`src/common/sds_pkg.sv`:
```
package sds_pkg;

   ////////////////////////////////////////////////////////////////////////
   // Bus and register widths
   localparam int ADDR_W = 8;
   localparam int DATA_W = 32;
   localparam int REG_W  = 16;
   localparam int IRQ_W  = 2;
   localparam int CNT_W  = 8;

   ////////////////////////////////////////////////////////////////////////
   // Register byte offsets
   localparam logic [ADDR_W-1:0] OFF_PORT_CTRL = 8'h00;
   localparam logic [ADDR_W-1:0] OFF_SD_CTRL   = 8'h20;
   localparam logic [ADDR_W-1:0] OFF_SD_STATUS = 8'h2C;
   localparam logic [ADDR_W-1:0] OFF_IRQ_STAT  = 8'h34;
   localparam logic [ADDR_W-1:0] OFF_IRQ_MASK  = 8'h38;

   ////////////////////////////////////////////////////////////////////////
   // Field positions
   localparam int BIT_SD_EN    = 2;
   localparam int BIT_SD_INV   = 3;
   localparam int BIT_PWR_DOWN = 11;
   localparam int BIT_FILT_DIS = 14;
   localparam int BIT_ST_CHG   = 7;
   localparam int BIT_ST_POL   = 8;
   localparam int BIT_ST_FILT  = 9;
   localparam int IRQ_FILT     = 0;
   localparam int IRQ_POL      = 1;

   ////////////////////////////////////////////////////////////////////////
   // Reset values and writable-bit masks
   localparam logic [REG_W-1:0] RST_SD_CTRL     = 16'h0004;
   localparam logic [REG_W-1:0] RST_PORT_CTRL   = 16'h0000;
   localparam logic [IRQ_W-1:0] RST_IRQ         = 2'h0;
   localparam logic [REG_W-1:0] WMASK_SD_CTRL   = 16'h400C;
   localparam logic [REG_W-1:0] WMASK_PORT_CTRL = 16'h0800;

   ////////////////////////////////////////////////////////////////////////
   // Bus responses
   localparam logic [1:0] RESP_OKAY   = 2'h0;
   localparam logic [1:0] RESP_SLVERR = 2'h2;

   ////////////////////////////////////////////////////////////////////////
   // Timing: least glitch width rounds up to whole cycles
   localparam int CLK_PERIOD_NS  = 20;
   localparam int GLITCH_NS      = 16;
   localparam int GLITCH_CYC_RAW = (GLITCH_NS + CLK_PERIOD_NS - 1)
                                   / CLK_PERIOD_NS;
   localparam int GLITCH_CYC     = (GLITCH_CYC_RAW < 1) ? 1 : GLITCH_CYC_RAW;
   localparam int FILTER_CYC_DEF = 16;

endpackage : sds_pkg

```
`src/common/sds_filt_if.sv`:
```
`timescale 1ns/1ps
`default_nettype none

// Signals between the register core and the deglitch filter
interface sds_filt_if;
   logic sd_in;     // Synchronised, polarity-adjusted detect
   logic en;        // Detect enable, low forces output high
   logic filt_dis;  // Main filter bypass, glitch stage stays
   logic hold;      // Port powered down, filter frozen while detect enabled
   logic filt_out;  // Filtered detect

   modport ctl (output sd_in, output en, output filt_dis, output hold,
                input filt_out);
   modport flt (input sd_in, input en, input filt_dis, input hold,
                output filt_out);
endinterface : sds_filt_if

`default_nettype wire

```
`src/logic/sds_sync2.sv`:
```
`timescale 1ns/1ps
`default_nettype none

// Two-flop synchroniser for the detect pin
module sds_sync2
(
   input  wire logic aclk,
   input  wire logic aresetn,
   input  wire logic d,
   output var  logic q
);
   logic meta;
   logic next_meta;
   logic next_q;

   // First flop feeds only the second
   always_comb
   begin
      next_meta = d;
      next_q    = meta;
   end

   always_ff @(posedge aclk)
   begin
      if (!aresetn)
      begin
         meta <= 1'b0;
         q    <= 1'b0;
      end
      else
      begin
         meta <= next_meta;
         q    <= next_q;
      end
   end
endmodule : sds_sync2

`default_nettype wire

```
`src/logic/sds_sd_filter.sv`:
```
`timescale 1ns/1ps
`default_nettype none

// Deglitch filter: output follows input after it differs long enough
module sds_sd_filter
   import sds_pkg::*;
#(
   parameter int FILTER_CYC = FILTER_CYC_DEF
)
(
   input  wire logic aclk,
   input  wire logic aresetn,
   sds_filt_if.flt   fi
);
   logic [CNT_W-1:0] cnt;
   logic [CNT_W-1:0] next_cnt;
   logic [CNT_W-1:0] need;
   logic             out;
   logic             next_out;

   // Count consecutive differing samples; glitch stage when bypassed
   always_comb
   begin
      need     = fi.filt_dis ? CNT_W'(GLITCH_CYC) : CNT_W'(FILTER_CYC);
      next_cnt = cnt;
      next_out = out;
      if (!fi.en)
      begin
         next_out = 1'b1;
         next_cnt = '0;
      end
      else if (fi.hold)
      begin
         next_cnt = cnt;                   // Frozen while powered down
      end
      else if (fi.sd_in == out)
      begin
         next_cnt = '0;
      end
      else if (cnt >= need)
      begin
         next_out = fi.sd_in;
         next_cnt = '0;
      end
      else
      begin
         next_cnt = cnt + CNT_W'(1);
      end
   end

   always_ff @(posedge aclk)
   begin
      if (!aresetn)
      begin
         cnt <= '0;
         out <= 1'b0;
      end
      else
      begin
         cnt <= next_cnt;
         out <= next_out;
      end
   end

   assign fi.filt_out = out;
endmodule : sds_sd_filter

`default_nettype wire

```
`src/logic/sds_top.sv`:
```
// Overview of operation
// - Status bit 9 always shows filtered detect
// - Filtered status keeps updating with filter disabled
// - Glitches under 16 ns always removed
// - Filtered detect drives PCS synchronisation qualifier
// - Detect disabled forces filtered output high
// - Status bit 8 shows pin, inverted if selected
// - Bit 8 keeps updating while powered down
// - Bit 7 sticky on bit 9 change, read clears
// - Reserved status bits read zero, software writes zero
//
// Local design decision: the AXI4-Lite slave port.
`timescale 1ns/1ps
`default_nettype none

module sds_top
#(
   parameter int FILTER_CYC = sds_pkg::FILTER_CYC_DEF
)
(
   input  wire logic                       aclk,
   input  wire logic                       aresetn,
   // Write address channel
   input  wire logic [sds_pkg::ADDR_W-1:0] s_axi_awaddr,
   input  wire logic                       s_axi_awvalid,
   output var  logic                       s_axi_awready,
   // Write data channel
   input  wire logic [sds_pkg::DATA_W-1:0] s_axi_wdata,
   input  wire logic [3:0]                 s_axi_wstrb,
   input  wire logic                       s_axi_wvalid,
   output var  logic                       s_axi_wready,
   // Write response channel
   output var  logic [1:0]                 s_axi_bresp,
   output var  logic                       s_axi_bvalid,
   input  wire logic                       s_axi_bready,
   // Read address channel
   input  wire logic [sds_pkg::ADDR_W-1:0] s_axi_araddr,
   input  wire logic                       s_axi_arvalid,
   output var  logic                       s_axi_arready,
   // Read data channel
   output var  logic [sds_pkg::DATA_W-1:0] s_axi_rdata,
   output var  logic [1:0]                 s_axi_rresp,
   output var  logic                       s_axi_rvalid,
   input  wire logic                       s_axi_rready,
   // Link side
   input  wire logic                       signal_detect_pin,
   output var  logic                       sd_pcs_qual,
   output var  logic                       irq
);
   import sds_pkg::*;

   ////////////////////////////////////////////////////////////////////////
   // Declarations
   logic              aw_held;
   logic              next_aw_held;
   logic [ADDR_W-1:0] aw_addr;
   logic [ADDR_W-1:0] next_aw_addr;
   logic              w_held;
   logic              next_w_held;
   logic [DATA_W-1:0] w_data;
   logic [DATA_W-1:0] next_w_data;
   logic [3:0]        w_strb;
   logic [3:0]        next_w_strb;
   logic              bvalid;
   logic              next_bvalid;
   logic [1:0]        bresp;
   logic [1:0]        next_bresp;
   logic              do_write;
   logic [REG_W-1:0]  wmask;
   logic [REG_W-1:0]  wval;

   logic              rvalid;
   logic              next_rvalid;
   logic [DATA_W-1:0] rdata;
   logic [DATA_W-1:0] next_rdata;
   logic [1:0]        rresp;
   logic [1:0]        next_rresp;
   logic              do_read;
   logic              rd_status;

   logic [REG_W-1:0]  sd_ctrl;
   logic [REG_W-1:0]  next_sd_ctrl;
   logic [REG_W-1:0]  port_ctrl;
   logic [REG_W-1:0]  next_port_ctrl;
   logic [IRQ_W-1:0]  irq_stat;
   logic [IRQ_W-1:0]  next_irq_stat;
   logic [IRQ_W-1:0]  irq_mask;
   logic [IRQ_W-1:0]  next_irq_mask;
   logic              next_irq;

   logic              chg_flag;
   logic              next_chg_flag;
   logic              filt_prev;
   logic              next_filt_prev;
   logic              pol_prev;
   logic              next_pol_prev;
   logic              pol_out;
   logic              next_pol_out;
   logic              filt_chg;
   logic              pol_chg;
   logic [IRQ_W-1:0]  irq_evt;

   logic              pin_sync;
   logic [REG_W-1:0]  status_word;

   sds_filt_if        fi ();

   ////////////////////////////////////////////////////////////////////////
   // Pin synchroniser and deglitch filter
   sds_sync2 i_sds_sync2
   (
      .aclk    (aclk),
      .aresetn (aresetn),
      .d       (signal_detect_pin),
      .q       (pin_sync)
   );

   // Filter inputs from control bits; inversion after synchronising
   assign fi.sd_in    = pin_sync ^ sd_ctrl[BIT_SD_INV];
   assign fi.en       = sd_ctrl[BIT_SD_EN];
   assign fi.filt_dis = sd_ctrl[BIT_FILT_DIS];
   assign fi.hold     = port_ctrl[BIT_PWR_DOWN];

   sds_sd_filter #(
      .FILTER_CYC (FILTER_CYC)
   ) i_sds_sd_filter
   (
      .aclk    (aclk),
      .aresetn (aresetn),
      .fi      (fi)
   );

   // Filtered detect qualifies PCS synchronisation
   assign sd_pcs_qual = fi.filt_out;

   ////////////////////////////////////////////////////////////////////////
   // Status word: reserved bits are constant zero
   always_comb
   begin
      status_word              = '0;
      status_word[BIT_ST_FILT] = fi.filt_out;
      status_word[BIT_ST_POL]  = pol_out;
      status_word[BIT_ST_CHG]  = chg_flag;
   end

   ////////////////////////////////////////////////////////////////////////
   // Change detection and sticky change flag
   assign filt_chg  = fi.filt_out != filt_prev;
   assign pol_chg   = pol_out != pol_prev;
   assign rd_status = do_read
                      && (s_axi_araddr[ADDR_W-1:2] == OFF_SD_STATUS[ADDR_W-1:2]);

   always_comb
   begin
      next_filt_prev = fi.filt_out;
      next_pol_prev  = pol_out;
      // Polarity view follows pin even when powered down
      next_pol_out   = fi.sd_in;
      next_chg_flag  = chg_flag;
      if (rd_status)
      begin
         next_chg_flag = 1'b0;
      end
      if (filt_chg)
      begin
         next_chg_flag = 1'b1;
      end
   end

   always_ff @(posedge aclk)
   begin
      if (!aresetn)
      begin
         filt_prev <= 1'b0;
         pol_prev  <= 1'b0;
         pol_out   <= 1'b0;
         chg_flag  <= 1'b0;
      end
      else
      begin
         filt_prev <= next_filt_prev;
         pol_prev  <= next_pol_prev;
         pol_out   <= next_pol_out;
         chg_flag  <= next_chg_flag;
      end
   end

   ////////////////////////////////////////////////////////////////////////
   // Write channel: address and data taken in either order
   assign s_axi_awready = !aw_held;
   assign s_axi_wready  = !w_held;
   assign s_axi_bvalid  = bvalid;
   assign s_axi_bresp   = bresp;
   assign do_write      = aw_held && w_held && !bvalid;

   always_comb
   begin
      next_aw_held = aw_held;
      next_aw_addr = aw_addr;
      next_w_held  = w_held;
      next_w_data  = w_data;
      next_w_strb  = w_strb;
      next_bvalid  = bvalid;
      next_bresp   = bresp;
      if (s_axi_awvalid && !aw_held)
      begin
         next_aw_held = 1'b1;
         next_aw_addr = s_axi_awaddr;
      end
      if (s_axi_wvalid && !w_held)
      begin
         next_w_held = 1'b1;
         next_w_data = s_axi_wdata;
         next_w_strb = s_axi_wstrb;
      end
      if (do_write)
      begin
         next_aw_held = 1'b0;
         next_w_held  = 1'b0;
         next_bvalid  = 1'b1;
         case (aw_addr[ADDR_W-1:2])
            OFF_PORT_CTRL[ADDR_W-1:2],
            OFF_SD_CTRL[ADDR_W-1:2],
            OFF_SD_STATUS[ADDR_W-1:2],
            OFF_IRQ_STAT[ADDR_W-1:2],
            OFF_IRQ_MASK[ADDR_W-1:2]: next_bresp = RESP_OKAY;
            default:                  next_bresp = RESP_SLVERR;
         endcase
      end
      if (bvalid && s_axi_bready)
      begin
         next_bvalid = 1'b0;
      end
   end

   always_ff @(posedge aclk)
   begin
      if (!aresetn)
      begin
         aw_held <= 1'b0;
         aw_addr <= '0;
         w_held  <= 1'b0;
         w_data  <= '0;
         w_strb  <= '0;
         bvalid  <= 1'b0;
         bresp   <= RESP_OKAY;
      end
      else
      begin
         aw_held <= next_aw_held;
         aw_addr <= next_aw_addr;
         w_held  <= next_w_held;
         w_data  <= next_w_data;
         w_strb  <= next_w_strb;
         bvalid  <= next_bvalid;
         bresp   <= next_bresp;
      end
   end

   ////////////////////////////////////////////////////////////////////////
   // Read channel: one read at a time, data registered
   assign s_axi_arready = !rvalid;
   assign s_axi_rvalid  = rvalid;
   assign s_axi_rdata   = rdata;
   assign s_axi_rresp   = rresp;
   assign do_read       = s_axi_arvalid && !rvalid;

   always_comb
   begin
      next_rvalid = rvalid;
      next_rdata  = rdata;
      next_rresp  = rresp;
      if (do_read)
      begin
         next_rvalid = 1'b1;
         next_rresp  = RESP_OKAY;
         next_rdata  = '0;
         case (s_axi_araddr[ADDR_W-1:2])
            OFF_PORT_CTRL[ADDR_W-1:2]: next_rdata[REG_W-1:0] = port_ctrl;
            OFF_SD_CTRL[ADDR_W-1:2]:   next_rdata[REG_W-1:0] = sd_ctrl;
            OFF_SD_STATUS[ADDR_W-1:2]: next_rdata[REG_W-1:0] = status_word;
            OFF_IRQ_STAT[ADDR_W-1:2]:  next_rdata[IRQ_W-1:0] = irq_stat;
            OFF_IRQ_MASK[ADDR_W-1:2]:  next_rdata[IRQ_W-1:0] = irq_mask;
            default:                   next_rresp = RESP_SLVERR;
         endcase
      end
      else if (rvalid && s_axi_rready)
      begin
         next_rvalid = 1'b0;
      end
   end

   always_ff @(posedge aclk)
   begin
      if (!aresetn)
      begin
         rvalid <= 1'b0;
         rdata  <= '0;
         rresp  <= RESP_OKAY;
      end
      else
      begin
         rvalid <= next_rvalid;
         rdata  <= next_rdata;
         rresp  <= next_rresp;
      end
   end

   ////////////////////////////////////////////////////////////////////////
   // Control, interrupt status and mask registers
   assign wmask   = {{8{w_strb[1]}}, {8{w_strb[0]}}};
   assign wval    = w_data[REG_W-1:0];
   assign irq_evt = {pol_chg, filt_chg};

   always_comb
   begin
      next_sd_ctrl   = sd_ctrl;
      next_port_ctrl = port_ctrl;
      next_irq_mask  = irq_mask;
      next_irq_stat  = irq_stat;
      if (do_write)
      begin
         case (aw_addr[ADDR_W-1:2])
            OFF_SD_CTRL[ADDR_W-1:2]:
               next_sd_ctrl = (sd_ctrl & ~(wmask & WMASK_SD_CTRL))
                              | (wval & wmask & WMASK_SD_CTRL);
            OFF_PORT_CTRL[ADDR_W-1:2]:
               next_port_ctrl = (port_ctrl & ~(wmask & WMASK_PORT_CTRL))
                                | (wval & wmask & WMASK_PORT_CTRL);
            OFF_IRQ_MASK[ADDR_W-1:2]:
               if (w_strb[0])
               begin
                  next_irq_mask = wval[IRQ_W-1:0];
               end
            OFF_IRQ_STAT[ADDR_W-1:2]:
               if (w_strb[0])
               begin
                  next_irq_stat = irq_stat & ~wval[IRQ_W-1:0];
               end
            default:
               next_irq_stat = irq_stat;
         endcase
      end
      // New events win over a same-cycle clear
      next_irq_stat = next_irq_stat | irq_evt;
      next_irq      = |(next_irq_stat & next_irq_mask);
   end

   always_ff @(posedge aclk)
   begin
      if (!aresetn)
      begin
         sd_ctrl   <= RST_SD_CTRL;
         port_ctrl <= RST_PORT_CTRL;
         irq_mask  <= RST_IRQ;
         irq_stat  <= RST_IRQ;
         irq       <= 1'b0;
      end
      else
      begin
         sd_ctrl   <= next_sd_ctrl;
         port_ctrl <= next_port_ctrl;
         irq_mask  <= next_irq_mask;
         irq_stat  <= next_irq_stat;
         irq       <= next_irq;
      end
   end

endmodule : sds_top

`default_nettype wire

```
`config.mk`:
```
export PLATFORM = sky130hd
export DESIGN_NAME = sds_top
export DESIGN_NICKNAME = d
export VERILOG_FILES = /design/src/common/sds_pkg.sv /design/src/common/sds_filt_if.sv /design/src/logic/sds_sync2.sv /design/src/logic/sds_sd_filter.sv /design/src/logic/sds_top.sv
export SDC_FILE = /design/constraint.sdc
export NUM_CORES = 1
export LEC_CHECK = 0
export ABC_AREA = 0
export BUFFER_PORTS_ARGS = -buffer_cell sky130_fd_sc_hd__buf_4
export CAP_MARGIN = 30
export CORE_MARGIN = 3
export CORE_UTILIZATION = 54
export CTS_BUF_LIST = sky130_fd_sc_hd__clkbuf_2 sky130_fd_sc_hd__clkbuf_4 sky130_fd_sc_hd__clkbuf_8
export CTS_CLUSTER_SIZE = 16
export DETAILED_ROUTE_END_ITERATION = 12
export PLACE_DENSITY = 0.88
export SYNTH_ARGS = -nofsm -noshare
export SYNTH_HDL_FRONTEND = slang
export SYNTH_HIERARCHICAL = 1
export SYNTH_SLANG_ARGS = --single-unit
```
`constraint.sdc`:
```
create_clock -name aclk -period 3.55 [get_ports aclk]
set_clock_uncertainty 0.1 [all_clocks]
set_input_delay 0.1775 -clock aclk [delete_from_list [all_inputs] [get_ports aclk]]
set_output_delay 0.1775 -clock aclk [all_outputs]
set_load 0.005 [all_outputs]
```
======== Word-level counts from Yosys, hierarchy flattened ========
Index checks and enable logic that the tools add are counted.
word-level totals
  register bits after elaboration ......... 101
  bits in latches ......................... 0
  memory bits (writable) .................. 0
  bits in read-only memories .............. 0
  input bits .............................. 60
  output and inout bits ................... 43
  memories kept ........................... 0
operators by class
  $add $sub $neg .......................... 1
  multiply operators ...................... 0
  divide/modulo/power cells ............... 0
  order comparisons ....................... 1
  eq/ne operators ......................... 14
  shift operators ......................... 0
  multiplexer cells ....................... 21
  bitwise operators ....................... 13
  reduce and logical (&&, ||, !) cells .... 25
operators with widths
  operator               count
  $eq A6 B4 Y1 const B   8
  $pmux W14 S3           1
  $and A16 B16 Y16       2
  $mux W2                8
  $mux W8                2
  $not A12 Y16           1
  $not A15 Y16           1
  $or A16 B12 Y16        1
  $or A16 B15 Y16        1
  $and A15 B15 Y15       1
  $logic_not A6 Y1       2
  $reduce_or A5 Y1       2
  $add A8 B1 Y8 const B  1
  $ge A8 B8 Y1           1
  $logic_and A1 B1 Y1    8
  $mux W1                8
  $pmux W2 S4            1
  $reduce_and A2 Y1      3
  $reduce_or A2 Y1       3
  $mux W5                1
  $and A2 B2 Y2          2
  $logic_not A1 Y1       4
  $ne A2 B2 Y1 const B   2
  $reduce_bool A2 Y1     2
  8 further kinds        9

======== Depth between registers and ports, before layout ========
Gate-level depths: netlist of run 1.
  word-level depth ........................ 8
  gate-level depth with buffers ........... 7
  mapped depth without buffers ............ 6

======== By module ========
The synthesis of run 1 kept the hierarchy.
modules (own cells, without submodules)
  module         instances  cells an instance  area each (um2)  sequential area each (um2)
  sds_top        1          210                1984.4           840.8
  sds_sd_filter  1          55                 484.2            180.2
  sds_sync2      1          4                  52.6             40.0

======== Worst setup path before layout of run 1 ========
Ideal clock, no wire load.
  kind .................................... register to register
  start ................................... reg i_sds_sd_filter.cnt[0]
  end ..................................... reg i_sds_sd_filter.cnt[2]
  arrival ................................. 1.702 ns
  data required time ...................... 3.364 ns
  slack ................................... 1.662 ns
  cell stages (with the launch flop) ...... 8
  clock period less this slack ............ 1.888 ns
  cell sequence ........................... dfxtp_1 inv_1 ha_1 or4b_1 o21ai_2 buf_6 a31oi_1 a211oi_1
on the way
  cells in the longest elaborated chain, start to end .. 3
  elaborated cells between the ends (all ways) .. 4
  classes of those cells .................. add/sub: 1; order compare: 1; mux: 2
ends and longest elaborated chain
  item                                                  RTL line                                  RTL
  start, declared                                       sds_sd_filter.sv:15                       logic [CNT_W-1:0] cnt;
  start signal, assigned                                sds_sd_filter.sv:60                       cnt <= next_cnt;
  $add A8 B1 Y8 / $ge A8 B8 Y1 (equally long branches)  sds_sd_filter.sv:47, sds_sd_filter.sv:40
  $mux W8 *                                             sds_sd_filter.sv:40                       else if (cnt >= need)
  $mux W8 *                                             sds_sd_filter.sv:36                       else if (fi.sd_in == out)
Every way passes the cells marked *; elsewhere a longest branch is shown, timed or not.
A chain may end at the register's enable or synchronous reset.

======== Worst setup path after layout of run 1 ========
Same ends and word-level chain as after synthesis.

==> impl_metrics.py, run 1 <==
metrics = {
    "global_routing": {
        "use_met3": 0.0351,
        "grt_pass1_wl_um": 8020,
        "grt_max_degree": 48,
        "globalRoute.busiestLayer": "met2",
        "via_count_of_the_first_global_routing_pass": 1806,
        "globalRouteOverflowTotal": 0,
        "grt_use_met2": 0.313,
        "globalRouteTotalUtil": 0.190,
        "grtUsageMet1": 0.234,
        "antenna_found_initial": 0,
    },
    "die": {
        "top_level_ports": 103,
        "die_y_um": 74.3,
        "dieWidth_um": 74.3,
        "design.die.area_sq_um": 5520,
        "floorplan.core_area_sq_um": 4440,
        "floorplan.rows": 24,
        "floorplan.initialDensity": 0.567,
    },
    "critical_path": {
        "critical-path-slowest-cell": "sky130_fd_sc_hd__or4b_1",
        "timing.critical_path.from_type": "flip-flop",
        "crit_path_end_kind": "flip-flop",
        "cp_slowest_stage_delay_ps": 480,
        "timing_worst_setup_path_type": "reg -> reg",
        "critical_path.max_fanout": 11,
        "worstPathRequired_ps": 3690,
        "timing.critical_path.max_delay_family": "compound AO/OA/AOI/OAI gates",
        "timing.critical_path.buf_inv": 1,
        "critical_path.cell_chain": "inv_1 -> ha_1 -> or4b_1 -> o21ai_2 -> a31oi_1 -> a211oi_1",
        "cp.arrival_ps": 2350,
    },
    "clock_tree": {
        "cts-buffers-inserted": 5,
        "cts_post_setup_buffers_inserted": 0,
        "clk_root_buffer_cell": "sky130_fd_sc_hd__clkbuf_8",
        "clock_transition_at_the_register_clock_pins_on_the_worst_setup_and_hold_paths_after_cts_ps": 100,
        "clockBufferDepth": 2,
        "insertion_delay_ps": 310,
        "clock_tree_from_tritoncts": "done",
        "htree_num_levels": 2,
        "cts.sink_count": 53,
    },
    "placement": {
        "port-buffer-count": 45,
        "post-dp-hpwl_um": 3510,
        "gp_congestion": 0.810,
        "dpl-instance-area_sq_um": 2780,
        "post_place_setup_slack_ps": 1400,
    },
    "min_path": {
        "worstHoldPathType": "in -> reg",
    },
    "outcome": {
        "outcome": "completed",
    },
    "cells_and_area": {
        "nFillCells": 370,
        "nets": 377,
        "layout_commonest_cell": "sky130_fd_sc_hd__dfxtp_1",
        "postLayoutCoreUtil": 0.661,
        "finalInstanceArea_sq_um": 2940,
        "number_of_diodes": 0,
        "layout.cells.most_common_list": "53 x sky130_fd_sc_hd__dfxtp_1, 45 x sky130_fd_sc_hd__buf_4, 32 x sky130_fd_sc_hd__nor2b_1",
        "sequential_cell_area_sq_um": 1060,
        "multi_input_comb_area_sq_um": 1280,
        "layout-area-overhead-vs-synth_pct": 16.5,
        "post_route_cells_drive_above_1_share": 0.194,
    },
    "logic_synthesis": {
        "synthesis.instances": 269,
        "average_footprint_of_a_synthesized_cell_sq_um": 9.37,
        "synth_seq_area_share": 0.421,
        "mappedNetlistArea_sq_um": 2520,
        "postSynth.topFlopCell": "sky130_fd_sc_hd__dfxtp_1",
        "post_synth_num_cell_types": 45,
        "post_synth_main_area_contributors": "sky130_fd_sc_hd__dfxtp_1 42%, sky130_fd_sc_hd__mux2i_1 8.3%, sky130_fd_sc_hd__nor2b_1 7.9%",
        "synth_edf_count": 0,
        "synth_area_leader_cell": "sky130_fd_sc_hd__dfxtp_1",
        "synth.top_cell.area_share": 0.421,
        "synth.ff_latch_count": 53,
        "asyncSetResetFlopFracSynth": 0,
        "synth_warnings": 6,
    },
    "routing": {
        "vias_per_cell": 5.28,
        "routedWlPerCell_um": 13.6,
        "route.antenna.remaining_nets": 0,
        "finalWirelength_um": 4980,
        "drc_violation_count_after_routing": 0,
        "drt_iter0_drc": 87,
        "via_count": 1939,
        "drt_first_pass_iters": 4,
    },
    "timing": {
        "smallest_setup_slack_after_layout_ps": 1330,
        "timing.final.setup_violations": 0,
        "worstMarginPinSlew_ps": 960,
        "maxSlewViolCount": 0,
        "finalSetupTns_ps": 0,
        "finalCritPeriodShare": 0.625,
        "maxClockFrequency_mhz": 451,
        "final_critical_path_required_period_ps": 2220,
        "max-slew-margin-rel": 0.359,
        "hold_viol_final": 0,
        "rsz0062_at_grt": "false",
    },
    "power": {
        "power_density_nw_per_um2": 400,
        "power_leakage_uw": 0.00126,
        "vdd_ir_drop_max_mv": 0.319,
    },
    "flow_run": {
        "max_cap_viol_count": 0,
    },
}
## worst paths after layout
check	from	endpoint	slack (ps)	depth (start not counted)
worst max register to register	i_sds_sd_filter/cnt[0]	i_sds_sd_filter/cnt[2]	1330	6
worst min-delay path	s_axi_rready	s_axi_rvalid	10	3
worst max-delay path	i_sds_sd_filter/cnt[0]	i_sds_sd_filter/cnt[2]	1330	6
worst min register to register	i_sds_sync2/meta	i_sds_sync2/q	330	1
## flip-flops by register name (all words and copies together), names as in the netlist, 2 cells and up, named ones only
signal,cells
w_data,6
irq_mask,2
s_axi_rdata,9
aw_addr,6
i_sds_sd_filter/cnt,8
w_strb,2
irq_stat,2
## cells by family (layout without fill, tap and decap cells)
kind of cell    count (synthesis)  after routing  synth area share
simple gates                  107            107             0.260
flops                          53             53             0.421
buf+inv                        44             66             0.106
compound gates                 33             33            0.0888
mux                            22             22            0.0878
xor+xnor                        6              6            0.0208
fa+ha+maj                       3              3            0.0149
other cells                     1             25           0.00149
## cell usage after synthesis, drive strengths merged (4+ instances only)
library cell and n:
dfxtp 53, nor2b 32, buf 26, mux2i 21
nand2 17, nor2 13, clkbuf 9, inv 9
nand4 9, a22oi 8, and2 8, o21ai 7
nand3 6, a21oi 5, a31oi 5, nor3 4
xnor2 4
## worst register-to-register path: cells and delay by family (launching register included)
kind,cells,cell delay [ps]
AND/OR/NAND/NOR,1,480
flip-flops,1,420
adder cells (fa/ha/maj),1,270
buffers and inverters,1,80
AO/OA/AOI/OAI,3,790
## through the flow
step	hold slack [ps]	instances	power, uW
4_1_cts	1.17	367	1180
3_3_place_gp	287	355	760
5_1_grt	24.4	367	1220
6_report	10.8	367	1170
3_5_place_dp	290	355	764
2_1_floorplan	193	293	734
## timing repair
| item | CTS | global route |
|---|---|---|
| gates resized for setup | 0 | 0 |
| hold buffers | 4 | 0 |
| hold endpoints to repair | 4 | 0 |
## final cells by class
| cell class | instances | area share |
|---|---|---|
| flip-flops and latches | 53 | 0.361 |
| clock buffers | 6 | 0.0260 |
| multi-input cells | 196 | 0.437 |
| clock inverters | 2 | 0.0132 |
| repair buffers | 49 | 0.129 |
| well taps | 52 | 0.0222 |
| inverters | 9 | 0.0115 |
## metal layers
layer  wire length, um  part of all wire  vias to the layer above
li1                  -                 -                      969
met1              2230              0.45                      902
met2              2360              0.47                       60
met3               290             0.058                        8
met4               104             0.021                        0
met5                 0                 0                        -
## power by group
| part | internal [uW] | switching [uW] | total [uW] |
|---|---|---|---|
| combinational | 65.5 | 59.4 | 125 |
| sequential | 613 | 17.2 | 630 |
| clock | 219 | 200 | 420 |
| total | 898 | 277 | 1170 |
(Power assumes the default switching activity.)
==> run 2: changes to the inputs <==
CORE_UTILIZATION = 50   (was 54)
PLACE_DENSITY = 0.82   (was 0.88)
clock period = 2.1 ns   (was 3.55 ns; I/O delays follow)
==> impl_metrics.py, run 2 (same netlist as run 1, synthesis figures left out) <==
metrics = {
    "outcome": {
        "outcome": "completed",
    },
    "clock_tree": {
        "clk_root_buffer_cell": "sky130_fd_sc_hd__clkbuf_8",
        "clock_transition_at_the_register_clock_pins_on_the_worst_setup_and_hold_paths_after_cts_ps": 90,
        "cts-buffers-inserted": 5,
        "clockBufferDepth": 2,
        "insertion_delay_ps": 300,
        "cts.sink_count": 53,
        "htree_num_levels": 2,
        "clock_tree_from_tritoncts": "done",
    },
    "critical_path": {
        "worstPathRequired_ps": 2230,
        "timing_worst_setup_path_type": "reg -> reg",
        "critical_path.max_fanout": 6,
        "timing.critical_path.from_type": "flip-flop",
        "crit_path_end_kind": "flip-flop",
        "cp.arrival_ps": 2160,
    },
    "timing": {
        "hold_viol_final": 0,
        "max-slew-margin-rel": 0.558,
        "final_critical_path_required_period_ps": 2030,
        "timing.final.setup_violations": 0,
        "maxClockFrequency_mhz": 493,
        "finalCritPeriodShare": 0.965,
        "final.hold.worst_slack_ps": 71.1,
        "maxSlewViolCount": 0,
        "worstMarginPinSlew_ps": 662,
    },
    "cells_and_area": {
        "layout-area-overhead-vs-synth_pct": 26.4,
        "sequential_cell_area_sq_um": 1060,
        "number_of_diodes": 0,
        "nFillCells": 398,
        "largest_register_ff_count": 9,
        "multi_input_comb_area_sq_um": 1310,
        "stdcell_count": 404,
        "post_route_cells_drive_above_1_share": 0.208,
        "finalInstanceArea_sq_um": 3190,
        "layout.cells.most_common_list": "53 x sky130_fd_sc_hd__dfxtp_1, 51 x sky130_fd_sc_hd__buf_4, 32 x sky130_fd_sc_hd__nor2b_1",
        "nets": 399,
        "layout_commonest_cell": "sky130_fd_sc_hd__dfxtp_1",
    },
    "placement": {
        "gp_congestion": 0.778,
        "port-buffer-count": 45,
        "dpl-instance-area_sq_um": 2850,
        "dp_cells": 376,
        "post-dp-hpwl_um": 3450,
    },
    "power": {
        "p_switching_uw": 450,
        "share_clk_of_total_power": 0.354,
        "power_density_nw_per_um2": 634,
        "power_leakage_uw": 0.00137,
        "power_report.internal_total_uw": 1570,
        "vdd_ir_drop_max_mv": 0.473,
        "combinationalPowerShare": 0.120,
        "p_sw_frac": 0.222,
        "share_seq_of_total_power": 0.526,
    },
    "die": {
        "floorplan.core_area_sq_um": 4790,
        "dieWidth_um": 77.0,
        "die_y_um": 77.0,
        "design.die.area_sq_um": 5930,
        "floorplan.rows": 25,
        "top_level_ports": 103,
        "floorplan.initialDensity": 0.527,
    },
    "global_routing": {
        "antenna_found_initial": 0,
        "grt_max_degree": 48,
        "globalRouteTotalUtil": 0.176,
        "globalRouteOverflowTotal": 0,
        "via_count_of_the_first_global_routing_pass": 1858,
        "grt_pass1_wl_um": 8490,
    },
    "routing": {
        "finalWirelength_um": 5160,
        "drt_first_pass_iters": 4,
        "drc_violation_count_after_routing": 0,
        "drt_iter0_drc": 95,
        "routedWlPerCell_um": 12.8,
        "via_count": 2009,
        "vias_per_cell": 4.97,
        "route.antenna.remaining_nets": 0,
    },
    "min_path": {
        "worstHoldPathType": "in -> reg",
    },
    "flow_run": {
        "max_cap_viol_count": 0,
    },
}
## run 2: power by group through the flow
stage | clock [uW] | combinational [uW] | sequential [uW]
after global routing | 767 | 265 | 1070
final | 715 | 242 | 1060
after detailed placement | 0 | 206 | 1090
after floorplan | 0 | 160 | 1080
after CTS | 733 | 238 | 1060
after global placement | 0 | 202 | 1090
## run 2: layout make-up
type	instances	area share
well taps	67	0.0263
clock buffers	7	0.0283
inverters	9	0.0106
clock inverters	1	0.00942
multi-input cells	196	0.410
flip-flops and latches	53	0.333
repair buffers	71	0.183
## run 2: final timing paths
path / depth (start not counted) / end / start / slack [ps]
worst min register to register: 1 / i_sds_sync2/q / i_sds_sync2/meta / 330
worst min-delay path: 2 / flip-flop / aresetn / 70
worst max-delay path: 7 / i_sds_sd_filter/cnt[5] / i_sds_sd_filter/cnt[0] / 70
worst max register to register: 7 / i_sds_sd_filter/cnt[5] / i_sds_sd_filter/cnt[0] / 70
## run 2: critical path, cell delays in order, from the launching register on
cell,delay [ps]
sky130_fd_sc_hd__dfxtp_1,340
sky130_fd_sc_hd__inv_1,60
sky130_fd_sc_hd__ha_1,280
sky130_fd_sc_hd__or4b_4,510
sky130_fd_sc_hd__o21ai_4,220
sky130_fd_sc_hd__buf_4,150
sky130_fd_sc_hd__nand4_1,120
sky130_fd_sc_hd__a21oi_2,170
## run 2: what timing repair did
item,CTS,global route
endpoints found under the hold margin,19,0
gates resized for setup,0,4
buffers inserted,0,0
hold buffers,20,0
setup endpoints to repair,0,6
## run 2: layer usage
metal / vias to the layer above / global-route usage / routed length [um]
li1: 1013 / - / -
met1: 937 / 0.219 / 2180
met2: 57 / 0.301 / 2600
met3: 2 / 0.0458 / 350
met4: 0 / 0.0463 / 29
met5: - / 0 / 0
## run 2: stage by stage
| stage | worst slack [ps] | setup TNS, ps | total power [uW] | utilization |
|---|---|---|---|---|
| 2_1_floorplan | 212 | 0 | 1240 | - |
| 3_3_place_gp | 149 | 0 | 1290 | 0.595 |
| 3_5_place_dp | 74.7 | 0 | 1290 | 0.595 |
| 4_1_cts | 37.7 | 0 | 2040 | 0.661 |
| 5_1_grt | -15.0 | -15.0 | 2100 | 0.666 |
| 6_report | 72.8 | 0 | 2020 | 0.666 |
==> run 3: changes to the inputs <==
TNS_END_PERCENT = 5   (was not set)
clock period = 1.9 ns   (was 2.1 ns; I/O delays follow)
==> impl_metrics.py, run 3 (same netlist as run 1, synthesis figures left out) <==
metrics = {
    "clock_tree": {
        "htree_num_levels": 2,
        "insertion_delay_ps": 300,
        "cts.sink_count": 53,
        "cts-buffers-inserted": 5,
        "clock_tree_from_tritoncts": "done",
        "clockBufferDepth": 2,
        "clk_root_buffer_cell": "sky130_fd_sc_hd__clkbuf_8",
        "clock_transition_at_the_register_clock_pins_on_the_worst_setup_and_hold_paths_after_cts_ps": 90,
    },
    "routing": {
        "finalWirelength_um": 5730,
        "drt_first_pass_iters": 4,
        "drt_iter0_drc": 116,
        "vias_per_cell": 5.04,
        "via_count": 2133,
        "drc_violation_count_after_routing": 0,
        "route.antenna.remaining_nets": 0,
        "routedWlPerCell_um": 13.5,
    },
    "cells_and_area": {
        "layout-area-overhead-vs-synth_pct": 32.5,
        "nets": 418,
        "post_route_cells_drive_above_1_share": 0.264,
        "layout_commonest_cell": "sky130_fd_sc_hd__buf_4",
        "sequential_cell_area_sq_um": 1060,
        "multi_input_comb_area_sq_um": 1340,
        "layout.cells.most_common_list": "68 x sky130_fd_sc_hd__buf_4, 51 x sky130_fd_sc_hd__dfxtp_1, 32 x sky130_fd_sc_hd__nor2b_1",
        "largest_register_ff_count": 9,
        "number_of_diodes": 0,
        "nFillCells": 373,
        "stdcell_count": 423,
    },
    "power": {
        "power_leakage_uw": 0.00145,
        "combinationalPowerShare": 0.137,
        "share_seq_of_total_power": 0.557,
        "p_sw_frac": 0.244,
        "power_report.internal_total_uw": 1600,
        "share_clk_of_total_power": 0.306,
        "vdd_ir_drop_max_mv": 0.563,
        "power_density_nw_per_um2": 633,
        "p_switching_uw": 516,
    },
    "timing": {
        "rsz0062_at_grt": "true",
        "final_critical_path_required_period_ps": 1890,
        "timing.final.setup_violations": 0,
        "hold_viol_final": 0,
        "maxClockFrequency_mhz": 529,
        "final.hold.worst_slack_ps": 20.5,
        "maxSlewViolCount": 0,
        "finalCritPeriodShare": 0.995,
    },
    "critical_path": {
        "timing.critical_path.max_delay_family": "simple AND/OR/NAND/NOR gates",
        "timing_worst_setup_path_type": "reg -> reg",
        "worstPathRequired_ps": 2030,
        "crit_path_end_kind": "flip-flop",
        "cp_slowest_stage_delay_ps": 500,
        "timing.critical_path.buf_inv": 2,
        "critical-path-slowest-cell": "sky130_fd_sc_hd__or4b_4",
        "timing.critical_path.from_type": "flip-flop",
        "cp.arrival_ps": 2020,
        "critical_path.cell_chain": "inv_2 -> ha_4 -> or4b_4 -> o21ai_4 -> buf_6 -> nand4_1 -> a21oi_2",
        "critical_path.max_fanout": 5,
    },
    "placement": {
        "dp_cells": 382,
        "post-dp-hpwl_um": 3600,
        "gp_congestion": 0.791,
        "port-buffer-count": 45,
    },
    "die": {
        "floorplan.initialDensity": 0.527,
        "dieWidth_um": 77.0,
        "floorplan.rows": 25,
        "floorplan.core_area_sq_um": 4790,
        "top_level_ports": 103,
        "die_y_um": 77.0,
        "design.die.area_sq_um": 5930,
    },
    "flow_run": {
        "max_cap_viol_count": 0,
    },
    "global_routing": {
        "grt_pass1_wl_um": 9400,
        "globalRouteTotalUtil": 0.195,
        "antenna_found_initial": 0,
        "grt_max_degree": 35,
        "via_count_of_the_first_global_routing_pass": 2065,
        "globalRouteOverflowTotal": 0,
    },
    "outcome": {
        "outcome": "completed",
    },
    "min_path": {
        "worstHoldPathType": "in -> reg",
    },
}
## run 3: final cells by class
| cell class | instances | share of cell area |
|---|---|---|
| Clock buffer | 7 | 0.0251 |
| Sequential cell | 53 | 0.318 |
| Tap cell | 67 | 0.0251 |
| Multi-Input combinational cell | 196 | 0.400 |
| Timing Repair Buffer | 90 | 0.219 |
| Clock inverter | 1 | 0.00225 |
| Inverter | 9 | 0.0101 |
## run 3: layer usage
layer / vias up / global-route usage / share of wire
li1: 1051 / - / -
met1: 987 / 0.225 / 0.40
met2: 80 / 0.347 / 0.49
met3: 15 / 0.0528 / 0.080
met4: 0 / 0.0676 / 0.028
met5: - / 0 / 0
## run 3: stage by stage
step	power (uW)	TNS, ps	util	worst slack, ps	instance area (sq um)
after floorplan	1370	0	-	12.5	2610
after global placement	1430	0	0.604	4.63	2890
after detailed placement	1440	-14.5	0.604	-14.5	2890
after CTS	2120	0	0.690	4.47	3300
after global routing	2220	-118	0.698	-56.4	3340
final	2110	0	0.698	8.96	3340
## run 3: repair_timing
action | CTS | global route
hold endpoints to repair | 19 | 0
resized for setup | 5 | 7
buffers inserted | 12 | 1
pin swaps | 3 | 4
endpoints found under the setup margin | 1 | 7
cloned | 0 | 0
hold buffers | 21 | 0
## run 3: final timing paths
| kind | depth (start not counted) | startpoint | endpoint | slack, ps |
|---|---|---|---|---|
| max | 7 | i_sds_sd_filter/cnt[0] | i_sds_sd_filter/cnt[5] | 9 |
| min | 2 | aresetn | s_axi_rresp[1] | 20 |
| max reg2reg | 7 | i_sds_sd_filter/cnt[0] | i_sds_sd_filter/cnt[5] | 9 |
| min reg2reg | 1 | i_sds_sync2/meta | i_sds_sync2/q | 340 |
## run 3: power by group through the flow
stage / combinational (uW) / clock, uW / sequential [uW]
after floorplan: 177 / 0 / 1190
after global placement: 231 / 0 / 1200
after detailed placement: 237 / 0 / 1200
after CTS: 282 / 665 / 1180
after global routing: 321 / 719 / 1180
final: 290 / 646 / 1180
